File: src/design/fault_id_pkg.sv
// Purpose: shared constants and carriers for the fault status and cache id bank
// Assumes: 32-bit classic Wishbone with byte addressing, one clock domain
// Notes:   every offset, field position and fixed value of the bank lives here
package fault_id_pkg;

  // register byte addresses
  localparam logic [31:0] ADDR_CORE_IDENTITY_BASE = 32'he000ed00;
  localparam logic [31:0] ADDR_AUX_FAULT_STATUS   = 32'he000ed3c;
  localparam logic [31:0] ADDR_CACHE_LEVEL_ID     = 32'he000ed78;
  localparam logic [31:0] ADDR_CACHE_TYPE         = 32'he000ed7c;
  localparam logic [31:0] ADDR_CACHE_SIZE_INFO    = 32'he000ed80;
  localparam logic [31:0] ADDR_CACHE_SIZE_SELECT  = 32'he000ed84;

  // aux fault status bit positions
  localparam int BIT_FETCH_GATE    = 29;
  localparam int BIT_FETCH_ECC     = 28;
  localparam int BIT_FETCH_KIND    = 27;
  localparam int BIT_FETCH_MAXI    = 24;
  localparam int BIT_FETCH_DTCM    = 22;
  localparam int BIT_FETCH_ITCM    = 21;
  localparam int BIT_PREC_POISON   = 19;
  localparam int BIT_PREC_GATE     = 18;
  localparam int BIT_PREC_ECC      = 17;
  localparam int BIT_PREC_KIND     = 16;
  localparam int BIT_PREC_IPPB     = 15;
  localparam int BIT_PREC_EPPB     = 14;
  localparam int BIT_PREC_MAXI     = 13;
  localparam int BIT_PREC_PAHB     = 12;
  localparam int BIT_PREC_DTCM     = 11;
  localparam int BIT_PREC_ITCM     = 10;
  localparam int BIT_IMPR_POISON   = 9;
  localparam int BIT_IMPR_ECC      = 7;
  localparam int BIT_IMPR_KIND     = 6;
  localparam int BIT_IMPR_EPPB     = 4;
  localparam int BIT_IMPR_MAXI     = 3;
  localparam int BIT_IMPR_PAHB     = 2;
  localparam int BIT_IMPR_DTCM     = 1;
  localparam int BIT_IMPR_ITCM     = 0;
  localparam logic [31:0] AUX_FAULT_RESET = 32'h0000_0000;

  // cache level id fields
  localparam int             CLID_UU_LSB    = 27;
  localparam int             CLID_COH_LSB   = 24;
  localparam int             CLID_UIS_LSB   = 21;
  localparam logic [2:0]     LEVEL_NONE     = 3'h0;
  localparam logic [2:0]     LEVEL_ONE      = 3'h1;
  localparam logic [2:0]     KIND_NONE      = 3'h0;
  localparam logic [2:0]     KIND_INSTR     = 3'h1;
  localparam logic [2:0]     KIND_DATA      = 3'h2;
  localparam logic [2:0]     KIND_BOTH      = 3'h3;

  // cache type and cache size info layout
  localparam logic [31:0] CACHE_TYPE_VALUE = 32'h8303c003;
  localparam logic [3:0]  CSI_POLICY_BITS  = 4'hf;   // write-through, write-back, ra, wa
  localparam logic [9:0]  CSI_ASSOC_INSTR  = 10'h001;
  localparam logic [9:0]  CSI_ASSOC_DATA   = 10'h003;
  localparam logic [2:0]  CSI_LINE_SIZE    = 3'h1;
  localparam int          CSI_SETS_W       = 15;
  localparam logic        SELECT_RESET     = 1'b0;

  // classic wishbone request from the master
  typedef struct packed {
    logic        cyc;
    logic        stb;
    logic        we;
    logic [31:0] adr;
    logic [3:0]  sel;
    logic [31:0] dat;
  } wb_req_s;

  // one cycle fault reports from the core's bus interfaces
  typedef struct packed {
    logic fetch_gate_violation;
    logic fetch_uncorrectable_error;
    logic fetch_main_axi_fault;
    logic fetch_axi_resp_kind;
    logic fetch_data_tcm_fault;
    logic fetch_instr_tcm_fault;
    logic precise_poisoned_read;
    logic precise_gate_violation;
    logic precise_uncorrectable_error;
    logic precise_axi_resp_kind;
    logic precise_internal_periph_fault;
    logic precise_external_periph_fault;
    logic precise_main_axi_fault;
    logic precise_periph_ahb_fault;
    logic precise_data_tcm_fault;
    logic precise_instr_tcm_fault;
    logic imprecise_poisoned_read;
    logic imprecise_uncorrectable_error;
    logic imprecise_axi_resp_kind;
    logic imprecise_external_periph_fault;
    logic imprecise_main_axi_fault;
    logic imprecise_periph_ahb_fault;
    logic imprecise_data_tcm_fault;
    logic imprecise_instr_tcm_fault;
  } fault_event_s;

endpackage : fault_id_pkg

File: src/design/fault_id_regs.sv
// Purpose: aux fault status, core identity and cache identification registers
// Assumes: fault reports are pulses from logic on I_CLOCK; bus is classic Wishbone
// Notes:   every access is answered one cycle after it is seen, by ack or err
//
// How it works
// - fetch fault causes set their flag bits
// - bit 27 keeps fetch axi response kind
// - precise poison, gate, ecc causes set flags
// - bit 16 keeps precise axi response kind
// - precise fault interface flags bits 15..10
// - imprecise poison bit 9, ecc bit 7
// - bit 6 keeps imprecise axi response kind
// - imprecise fault interface flags bits 4..0
// - identity word read-only with five fields
// - cache level reads zero without caches
// - inner boundary field always reads zero
// - level fields one with both caches; a single cache gives one only with ZERO_LEVEL_IF_SINGLE low, else zero
// - first level cache kind encoding, rest zero
// - cache level read-only, privileged access only
// - select bit zero data, one instruction
// - select level field reads zero, ignores writes
// - select privileged only, one copy per security
// - size info follows select, zero if absent
// - cache type reads fixed constant value
// - fault flags reset zero, write one clears
// - fault groups valid only with their error; the bank keeps the flags regardless, the error qualifiers live outside
//
// Design decision made here: the Wishbone register port.
module fault_id_regs
  import fault_id_pkg::*;
#(
  parameter bit                    ICACHE_PRESENT       = 1'b1,
  parameter bit                    DCACHE_PRESENT       = 1'b1,
  parameter bit                    ZERO_LEVEL_IF_SINGLE = 1'b1,
  parameter logic [CSI_SETS_W-1:0] ICACHE_SETS          = 15'h00ff,
  parameter logic [CSI_SETS_W-1:0] DCACHE_SETS          = 15'h007f,
  parameter logic [7:0]            IMPLEMENTER_CODE     = 8'h5a,  // arbitrary value
  parameter logic [3:0]            VARIANT_CODE         = 4'h1,   // arbitrary value
  parameter logic [3:0]            ARCH_CODE            = 4'h7,   // arbitrary value
  parameter logic [11:0]           PART_NUMBER_CODE     = 12'h123, // arbitrary value
  parameter logic [3:0]            REVISION_CODE        = 4'h4    // arbitrary value
) (
  input  wire logic         I_CLOCK,
  input  wire logic         I_RST,
  input  wire logic         I_CE,
  input  wire wb_req_s      I_WB_REQ,
  input  wire logic         I_WB_PRIV,
  input  wire logic         I_WB_SECURE,
  input  wire fault_event_s I_FAULT_EVENT,
  output logic [31:0]       O_WB_DAT,
  output logic              O_WB_ACK,
  output logic              O_WB_ERR,
  output logic [31:0]       O_AUX_FAULT_STATUS
);

  // state: fault flags, two select copies,
  // the registered bus answer and the status mirror
  // everything else below is combinational
  logic [31:0] aux_fault_reg;
  logic [31:0] aux_fault_next;
  logic        select_secure_reg;
  logic        select_nonsecure_reg;
  logic        ack_reg;
  logic        err_reg;
  logic [31:0] rdata_reg;
  logic        access;
  logic        mapped;
  logic        priv_needed;
  logic        refuse;
  logic        do_write;
  logic [31:0] byte_mask;
  logic [31:0] wr_bits;
  logic [31:0] set_vec;
  logic [31:0] kind_load;
  logic [31:0] read_value;
  logic        cur_select;

  // bus side overview:
  // - one request is handled at a time
  // - the answer always comes one edge later
  // - a held request is taken again after
  //   the answer, so the master must drop it
  // - clock enable low freezes the answer too
  //
  // expand byte lane selects into a bit mask
  // sel gates lanes for writes only; reads
  // always return the full word
  function automatic logic [31:0] lane_mask(input logic [3:0] sel);
    logic [31:0] m;
    m = 32'h0000_0000;
    for (int i = 0; i < 4; i++) begin
      m[i*8 +: 8] = {8{sel[i]}};
    end
    return m;
  endfunction : lane_mask

  // fault reports arrive as single cycle
  // pulses from logic on this clock, so no
  // synchroniser is placed in front of them;
  // a pulse from another domain would need
  // one outside this bank
  // map one cycle fault reports onto their status bit positions
  function automatic logic [31:0] fault_set_bits(input fault_event_s ev);
    logic [31:0] v;
    v = 32'h0000_0000;
    v[BIT_FETCH_GATE] = ev.fetch_gate_violation;
    v[BIT_FETCH_ECC]  = ev.fetch_uncorrectable_error;
    v[BIT_FETCH_MAXI] = ev.fetch_main_axi_fault;
    v[BIT_FETCH_DTCM] = ev.fetch_data_tcm_fault;
    v[BIT_FETCH_ITCM] = ev.fetch_instr_tcm_fault;
    v[BIT_FETCH_KIND] = ev.fetch_main_axi_fault & ev.fetch_axi_resp_kind;
    v[BIT_PREC_POISON] = ev.precise_poisoned_read;
    v[BIT_PREC_GATE]   = ev.precise_gate_violation;
    v[BIT_PREC_ECC]    = ev.precise_uncorrectable_error;
    v[BIT_PREC_KIND] = ev.precise_main_axi_fault & ev.precise_axi_resp_kind;
    v[BIT_PREC_IPPB] = ev.precise_internal_periph_fault;
    v[BIT_PREC_EPPB] = ev.precise_external_periph_fault;
    v[BIT_PREC_MAXI] = ev.precise_main_axi_fault;
    v[BIT_PREC_PAHB] = ev.precise_periph_ahb_fault;
    v[BIT_PREC_DTCM] = ev.precise_data_tcm_fault;
    v[BIT_PREC_ITCM] = ev.precise_instr_tcm_fault;
    v[BIT_IMPR_POISON] = ev.imprecise_poisoned_read;
    v[BIT_IMPR_ECC]    = ev.imprecise_uncorrectable_error;
    v[BIT_IMPR_KIND] = ev.imprecise_main_axi_fault & ev.imprecise_axi_resp_kind;
    v[BIT_IMPR_EPPB] = ev.imprecise_external_periph_fault;
    v[BIT_IMPR_MAXI] = ev.imprecise_main_axi_fault;
    v[BIT_IMPR_PAHB] = ev.imprecise_periph_ahb_fault;
    v[BIT_IMPR_DTCM] = ev.imprecise_data_tcm_fault;
    v[BIT_IMPR_ITCM] = ev.imprecise_instr_tcm_fault;
    return v;
  endfunction : fault_set_bits

  // the level word is fixed at build time;
  // it folds to constants after elaboration
  // and costs no flip-flops
  // with ZERO_LEVEL_IF_SINGLE low a single
  // cache shows its own kind and level one
  // bits 20..3 and the boundary stay zero
  // cache level id from the build-time cache configuration
  function automatic logic [31:0] level_id_value(input logic ic, input logic dc);
    logic [31:0] v;
    logic [2:0]  lvl;
    v = 32'h0000_0000;
    lvl = (ic | dc) ? LEVEL_ONE : LEVEL_NONE;
    v[CLID_UU_LSB  +: 3] = lvl;
    v[CLID_COH_LSB +: 3] = lvl;
    v[CLID_UIS_LSB +: 3] = lvl;
    case ({ic, dc})
      2'h3:    v[2:0] = KIND_BOTH;
      2'h2:    v[2:0] = KIND_INSTR;
      2'h1:    v[2:0] = KIND_DATA;
      default: v[2:0] = KIND_NONE;
    endcase
    if (!(ic & dc) && ZERO_LEVEL_IF_SINGLE) begin
      v = 32'h0000_0000;
    end
    // inner boundary stays zero, bits 20..3 never set above
    return v;
  endfunction : level_id_value

  // size info layout, msb first:
  //   policy bits, set count, ways, line size
  // the set and way fields hold count minus one
  // size info word for one cache
  function automatic logic [31:0] size_info_word(input logic present,
                                                 input logic [CSI_SETS_W-1:0] sets,
                                                 input logic [9:0] assoc);
    return present ? {CSI_POLICY_BITS, sets, assoc, CSI_LINE_SIZE} : 32'h0000_0000;
  endfunction : size_info_word

  // decode: addresses must match in full,
  // so a misaligned or partial address is
  // answered with err rather than aliased
  // trade-off: a full compare costs a few
  // gates but keeps unused space quiet
  // the low two address bits must be zero
  // a new request is taken only while no answer is standing
  assign access   = I_WB_REQ.cyc & I_WB_REQ.stb & ~ack_reg & ~err_reg;
  assign mapped   = (I_WB_REQ.adr == ADDR_CORE_IDENTITY_BASE) |
                    (I_WB_REQ.adr == ADDR_AUX_FAULT_STATUS) |
                    (I_WB_REQ.adr == ADDR_CACHE_LEVEL_ID) |
                    (I_WB_REQ.adr == ADDR_CACHE_TYPE) |
                    (I_WB_REQ.adr == ADDR_CACHE_SIZE_INFO) |
                    (I_WB_REQ.adr == ADDR_CACHE_SIZE_SELECT);
  // identity and cache type stay open to any
  // privilege; the other words are refused
  // privileged only registers
  assign priv_needed = (I_WB_REQ.adr == ADDR_AUX_FAULT_STATUS) |
                       (I_WB_REQ.adr == ADDR_CACHE_LEVEL_ID) |
                       (I_WB_REQ.adr == ADDR_CACHE_SIZE_INFO) |
                       (I_WB_REQ.adr == ADDR_CACHE_SIZE_SELECT);
  assign refuse   = ~mapped | (priv_needed & ~I_WB_PRIV);
  assign do_write = access & I_WB_REQ.we & ~refuse;
  assign byte_mask = lane_mask(I_WB_REQ.sel);
  assign wr_bits   = I_WB_REQ.dat & byte_mask;

  // the select register is banked: secure and
  // non-secure software each keep their own
  // copy, so neither disturbs the other
  // select copy of the current security state
  assign cur_select = I_WB_SECURE ? select_secure_reg : select_nonsecure_reg;

  // limitation: a kind bit only tells the
  // response of the last main axi report of
  // its group; earlier ones are overwritten
  // kind bits are overwritten by a new main axi report, not just or-ed in
  assign set_vec   = fault_set_bits(I_FAULT_EVENT);
  always_comb begin
    kind_load = 32'h0000_0000;
    kind_load[BIT_FETCH_KIND] = I_FAULT_EVENT.fetch_main_axi_fault;
    kind_load[BIT_PREC_KIND]  = I_FAULT_EVENT.precise_main_axi_fault;
    kind_load[BIT_IMPR_KIND]  = I_FAULT_EVENT.imprecise_main_axi_fault;
  end

  // clear and set share one path so that a
  // fault arriving with a clear is never lost
  // the set wins, as the flags promise
  // write one clears; a report in the same cycle wins over the clear
  always_comb begin
    aux_fault_next = aux_fault_reg;
    if (do_write && (I_WB_REQ.adr == ADDR_AUX_FAULT_STATUS)) begin
      aux_fault_next = aux_fault_next & ~wr_bits;
    end
    aux_fault_next = (aux_fault_next & ~kind_load) | set_vec;
  end

  // clock enable low holds every flag
  // groups accumulate independently; the bus error flags that
  // qualify them live outside this bank, so the bits are kept as reported
  always_ff @(posedge I_CLOCK or posedge I_RST) begin
    if (I_RST) begin
      aux_fault_reg <= AUX_FAULT_RESET;
    end else if (I_CE) begin
      aux_fault_reg <= aux_fault_next;
    end
  end

  // writes without lane zero leave the bit
  // untouched, matching byte wise stores
  // select bit written from lane zero only
  // level field has no storage, so writes to it vanish
  always_ff @(posedge I_CLOCK or posedge I_RST) begin
    if (I_RST) begin
      select_secure_reg    <= SELECT_RESET;
      select_nonsecure_reg <= SELECT_RESET;
    end else if (I_CE) begin
      if (do_write && (I_WB_REQ.adr == ADDR_CACHE_SIZE_SELECT) && I_WB_REQ.sel[0]) begin
        if (I_WB_SECURE) begin
          select_secure_reg <= I_WB_REQ.dat[0];
        end else begin
          select_nonsecure_reg <= I_WB_REQ.dat[0];
        end
      end
    end
  end

  // reads decode the address every cycle;
  // only the value of the taking edge is
  // captured into the read data register
  // read multiplexer; writes to read-only words are acked and dropped
  always_comb begin
    read_value = 32'h0000_0000;
    case (I_WB_REQ.adr)
      ADDR_CORE_IDENTITY_BASE: read_value = {IMPLEMENTER_CODE, VARIANT_CODE, ARCH_CODE,
                                             PART_NUMBER_CODE, REVISION_CODE};
      ADDR_AUX_FAULT_STATUS:   read_value = aux_fault_reg;
      ADDR_CACHE_LEVEL_ID:     read_value = level_id_value(ICACHE_PRESENT, DCACHE_PRESENT);
      ADDR_CACHE_TYPE:         read_value = CACHE_TYPE_VALUE;
      ADDR_CACHE_SIZE_INFO:    read_value = cur_select ?
          size_info_word(ICACHE_PRESENT, ICACHE_SETS, CSI_ASSOC_INSTR) :
          size_info_word(DCACHE_PRESENT, DCACHE_SETS, CSI_ASSOC_DATA);
      ADDR_CACHE_SIZE_SELECT:  read_value = {31'h0000_0000, cur_select};
      default:                 read_value = 32'h0000_0000;
    endcase
  end

  // read data is zeroed between answers so a
  // stale word never shows on the bus
  // refused accesses change no state other than the err answer
  // one cycle answer; err for unmapped words and unprivileged access
  always_ff @(posedge I_CLOCK or posedge I_RST) begin
    if (I_RST) begin
      ack_reg   <= 1'b0;
      err_reg   <= 1'b0;
      rdata_reg <= 32'h0000_0000;
    end else if (I_CE) begin
      ack_reg   <= access & ~refuse;
      err_reg   <= access & refuse;
      if (access && !refuse && !I_WB_REQ.we) begin
        rdata_reg <= read_value;
      end else begin
        rdata_reg <= 32'h0000_0000; // data bus is quiet outside a read answer
      end
    end
  end

  // the mirror takes the next value, so it
  // matches the register on every edge
  // without an extra cycle of delay
  // status mirror for the core's fault handling
  always_ff @(posedge I_CLOCK or posedge I_RST) begin
    if (I_RST) begin
      O_AUX_FAULT_STATUS <= AUX_FAULT_RESET;
    end else if (I_CE) begin
      O_AUX_FAULT_STATUS <= aux_fault_next;
    end
  end

  // outputs come straight from flip-flops
  // and carry no logic of their own
  assign O_WB_DAT = rdata_reg;
  assign O_WB_ACK = ack_reg;
  assign O_WB_ERR = err_reg;

  // hazards worth knowing:
  // - a write to the status word with lane
  //   selects off clears nothing in that lane
  // - an unprivileged write to any privileged
  //   word is answered with err and dropped
  // - writes to read-only words are acked so
  //   that software sees no bus fault there
  // - the bus error qualifiers of each group
  //   live outside; flags are kept regardless
  // - reset clears both select copies and all
  //   fault flags at once, without the clock

endmodule : fault_id_regs

File: config.mk
export PLATFORM = sky130hd
export DESIGN_NAME = fault_id_regs
export DESIGN_NICKNAME = d
export VERILOG_FILES = /design/src/design/fault_id_pkg.sv /design/src/design/fault_id_regs.sv
export SDC_FILE = /design/constraint.sdc
export NUM_CORES = 1
export LEC_CHECK = 0
export BUFFER_PORTS_ARGS = -buffer_cell sky130_fd_sc_hd__buf_2
export CAP_MARGIN = 0
export CORE_ASPECT_RATIO = 1.1
export CORE_UTILIZATION = 41
export CTS_CLUSTER_SIZE = 16
export DETAILED_ROUTE_END_ITERATION = 10
export PLACE_DENSITY_LB_ADDON = 0.25
export REMOVE_ABC_BUFFERS = 1
export SLEW_MARGIN = 0
export SYNTH_ARGS = -nofsm -noshare
export SYNTH_HDL_FRONTEND = slang
export SYNTH_SLANG_ARGS = --single-unit
File: constraint.sdc
create_clock -name I_CLOCK -period 2.1 [get_ports I_CLOCK]
set_input_delay 0.21 -clock I_CLOCK [delete_from_list [all_inputs] [get_ports I_CLOCK]]
set_output_delay 0.21 -clock I_CLOCK [all_outputs]
set_load 0.01 [all_outputs]
==> run summary <==
Initial core utilization = 42.3%
Primary FF master, synth = dfrtp_1
Max Cap Viol = 0
Die area = 8020 µm²
Mean Syn Cell Area = 11.1 µm²
Antenna violations before repair = 0
WHS = 26.1 ps
Gp weighted congestion = 0.919
Die width = 85.5 µm
WL/cell = 18.1 µm
Final cell count without fillers = 563
Distinct cells, synth = 46
Number of port buffers = 165
Largest net degree at the start of global routing = 47
Grt ovf = 0
Clk slew on worst S/H paths = 80 ps
Most area-consuming cells after synthesis = dfrtp_1 (54%), a22o_1 (6.4%), o2bb2ai_1 (5.8%), nand4_1 (4.4%), a21oi_1 (2.5%)
Hold Crit Class = in -> reg
Data arrival, critical path = 2260 ps
Largest register FFs = 32
DRC Markers = 0
Placed cell count = 542
Mapped cell area = 3140 µm²
Slew headroom = 23.4%
Vias per Instance = 5.73
Placed wire-length estimate = 7.40 mm
Yosys warns = 0
Crit path capture type = register
Worst Setup Start Kind = register
# setup viols final = 0
Final min period = 2030 ps
First-pass GRT wire length = 16.0 mm
Share of layout cells above drive strength 1 = 46.8%
Dpl ws = -119 ps
R2r endpoint = aux_fault_reg[22]
Count leader, synth = dfrtp_1
Flops & latches, synth = 68
Sequential share of the synthesized area = 54.1%
Max clock buf depth = 2
Reg2Reg Depth = 9
Fmax = 492 MHz
Worst skew pair latency = 340 ps
Iter 0 DRT Violations = 195
RSZ-0062 raised after global routing = yes
Pwr per Cell Area = 583 nW/µm²
CTS sink count = 68
Area fraction of the dominant cell type after synthesis = 54.1%
Post-layout util = 60.9%
GRT Overall Usage = 26.2%
Gate Count Post-Synth = 284
# diodes = 0
Core Area = 7430 µm²
Hold Path Depth = 2
Fin crit share = 96.7%
Post-synth EDFFs = 0
Run status = finished, final reports clean
Row count = 33
Cell leakage power = 2.23 nW
CP Max Fanout = 5
Setup Skew = 11.1 ps
R2R Path Start = O_WB_ERR
CTS tree = built
Hold Path Sink = aux_fault_reg[23]
Required @ worst endpoint = 2330 ps
Worst VDD drop = 0.429 mV
IO Pins = 166
Post-synth top cells = dfrtp_1 (68), a22o_1 (23), nand4_1 (22)
DRT Wirelength = 10.2 mm
Final worst slack = 69.0 ps
Root Driver = clkbuf_8
Final ANT Viol Nets = 0
Vias in the first global route = 3262
Hold Crit Start = I_WB_REQ[23]
CTS Buf Count = 9
Hold Violations, Final = 0
R2R setup slack = 70 ps
Setup CP Type = reg -> reg
Area grow syn2layout = 44.1%
Max-slew violations = 0
DR pass1 iterations = 4
H-tree depth = 3
DR vias = 3225
Asr flop ratio synth = 100%
Cell type with the highest aggregate area in the netlist = dfrtp_1
Worst-margin pin slew = 1150 ps
Net total in the final layout = 571
Die Span Y = 93.8 µm
-- worst max path at each step --
stage,slack (ps),startpoint,to,cells past startpoint
after floorplan,-1070,I_WB_REQ[37],O_WB_DAT[6],5
after global placement,-90,I_WB_REQ[37],aux_fault_reg[2],6
after CTS,70,O_WB_ACK,O_WB_DAT[11],8
after detailed placement,-120,I_WB_REQ[37],aux_fault_reg[2],6
after global routing,-30,O_WB_ERR,aux_fault_reg[9],9
final,70,O_WB_ERR,aux_fault_reg[22],9
-- final cells by class --
class / instances / area (µm²)
inverter: 7 / 26.3
clock buffer: 10 / 128
fill: 666 / 2900
tap: 87 / 109
timing repair buffer: 196 / 1130
clock inverter: 6 / 63.8
sequential: 68 / 1700
multi-input combinational: 189 / 1370
-- kinds of logic after synthesis --
kind of cell,share of synthesized area [%]
simple gates,17.9
compound gates,23.1
flops,54.1
buf+inv,3.54
mux,1.03
xor+xnor,0.279
-- layer usage --
layer	up-vias	global-route usage, %	part of all wire (%)
met4	0	11.1	1.9
met1	1588	33.3	42
met5	-	0	0
met3	18	4.75	6.8
met2	130	43.8	50
li1	1489	-	-
-- power breakdown --
group,total [mW],switching (mW),internal (mW)
logic,0.254,0.142,0.113
registers,1.33,0.00797,1.32
clock network,1.06,0.513,0.549
-- worst max-delay path, stage by stage, from the launching register on --
cell and delay (ps):
dfrtp_1 420, nor4bb_2 280, buf_4 180, nand2_2 80, nor4b_4 260, buf_4 180
buf_12 120, buf_12 100, nand4_1 90, a22o_1 200
-- repair_timing --
action                                  CTS  global route
endpoints found under the setup margin    0            17
hold buffers                              1             0
buffers inserted                          0             3
resized for setup                         0             7
endpoints found under the hold margin    22             0
-- layout by cell type, fill, tap and decap left out, drive strengths merged, types with 2 or more instances in the layout --
cell type  instances
and4b              3
and2               2
nor4               4
a21oi             16
dfrtp             68
a22o              23
clkbuf            11
nor4b              2
a21boi             7
nand3             11
a31o               4
or4                2
a211oi             2
a22oi              6
or3                4
a221o              5
nor2b              6
mux2               2
o311ai             2
nor3               6
clkinvlp           2
clkinv             2
inv                8
buf              194
nand4             22
and3               7
nor2               7
nand2             12
o2bb2ai           21
and4               2
-- stage by stage --
| step | total power [mW] | instance area, µm² | setup TNS, ps |
|---|---|---|---|
| 2_1_floorplan | 1.42 | 3060 | -36880 |
| 3_3_place_gp | 1.60 | 4230 | -554 |
| 3_5_place_dp | 1.60 | 4230 | -712 |
| 4_1_cts | 2.66 | 4430 | 0 |
| 5_1_grt | 2.74 | 4530 | -101 |
| 6_report | 2.64 | 4530 | 0 |
Note: power is estimated with default switching activity, not from simulation.
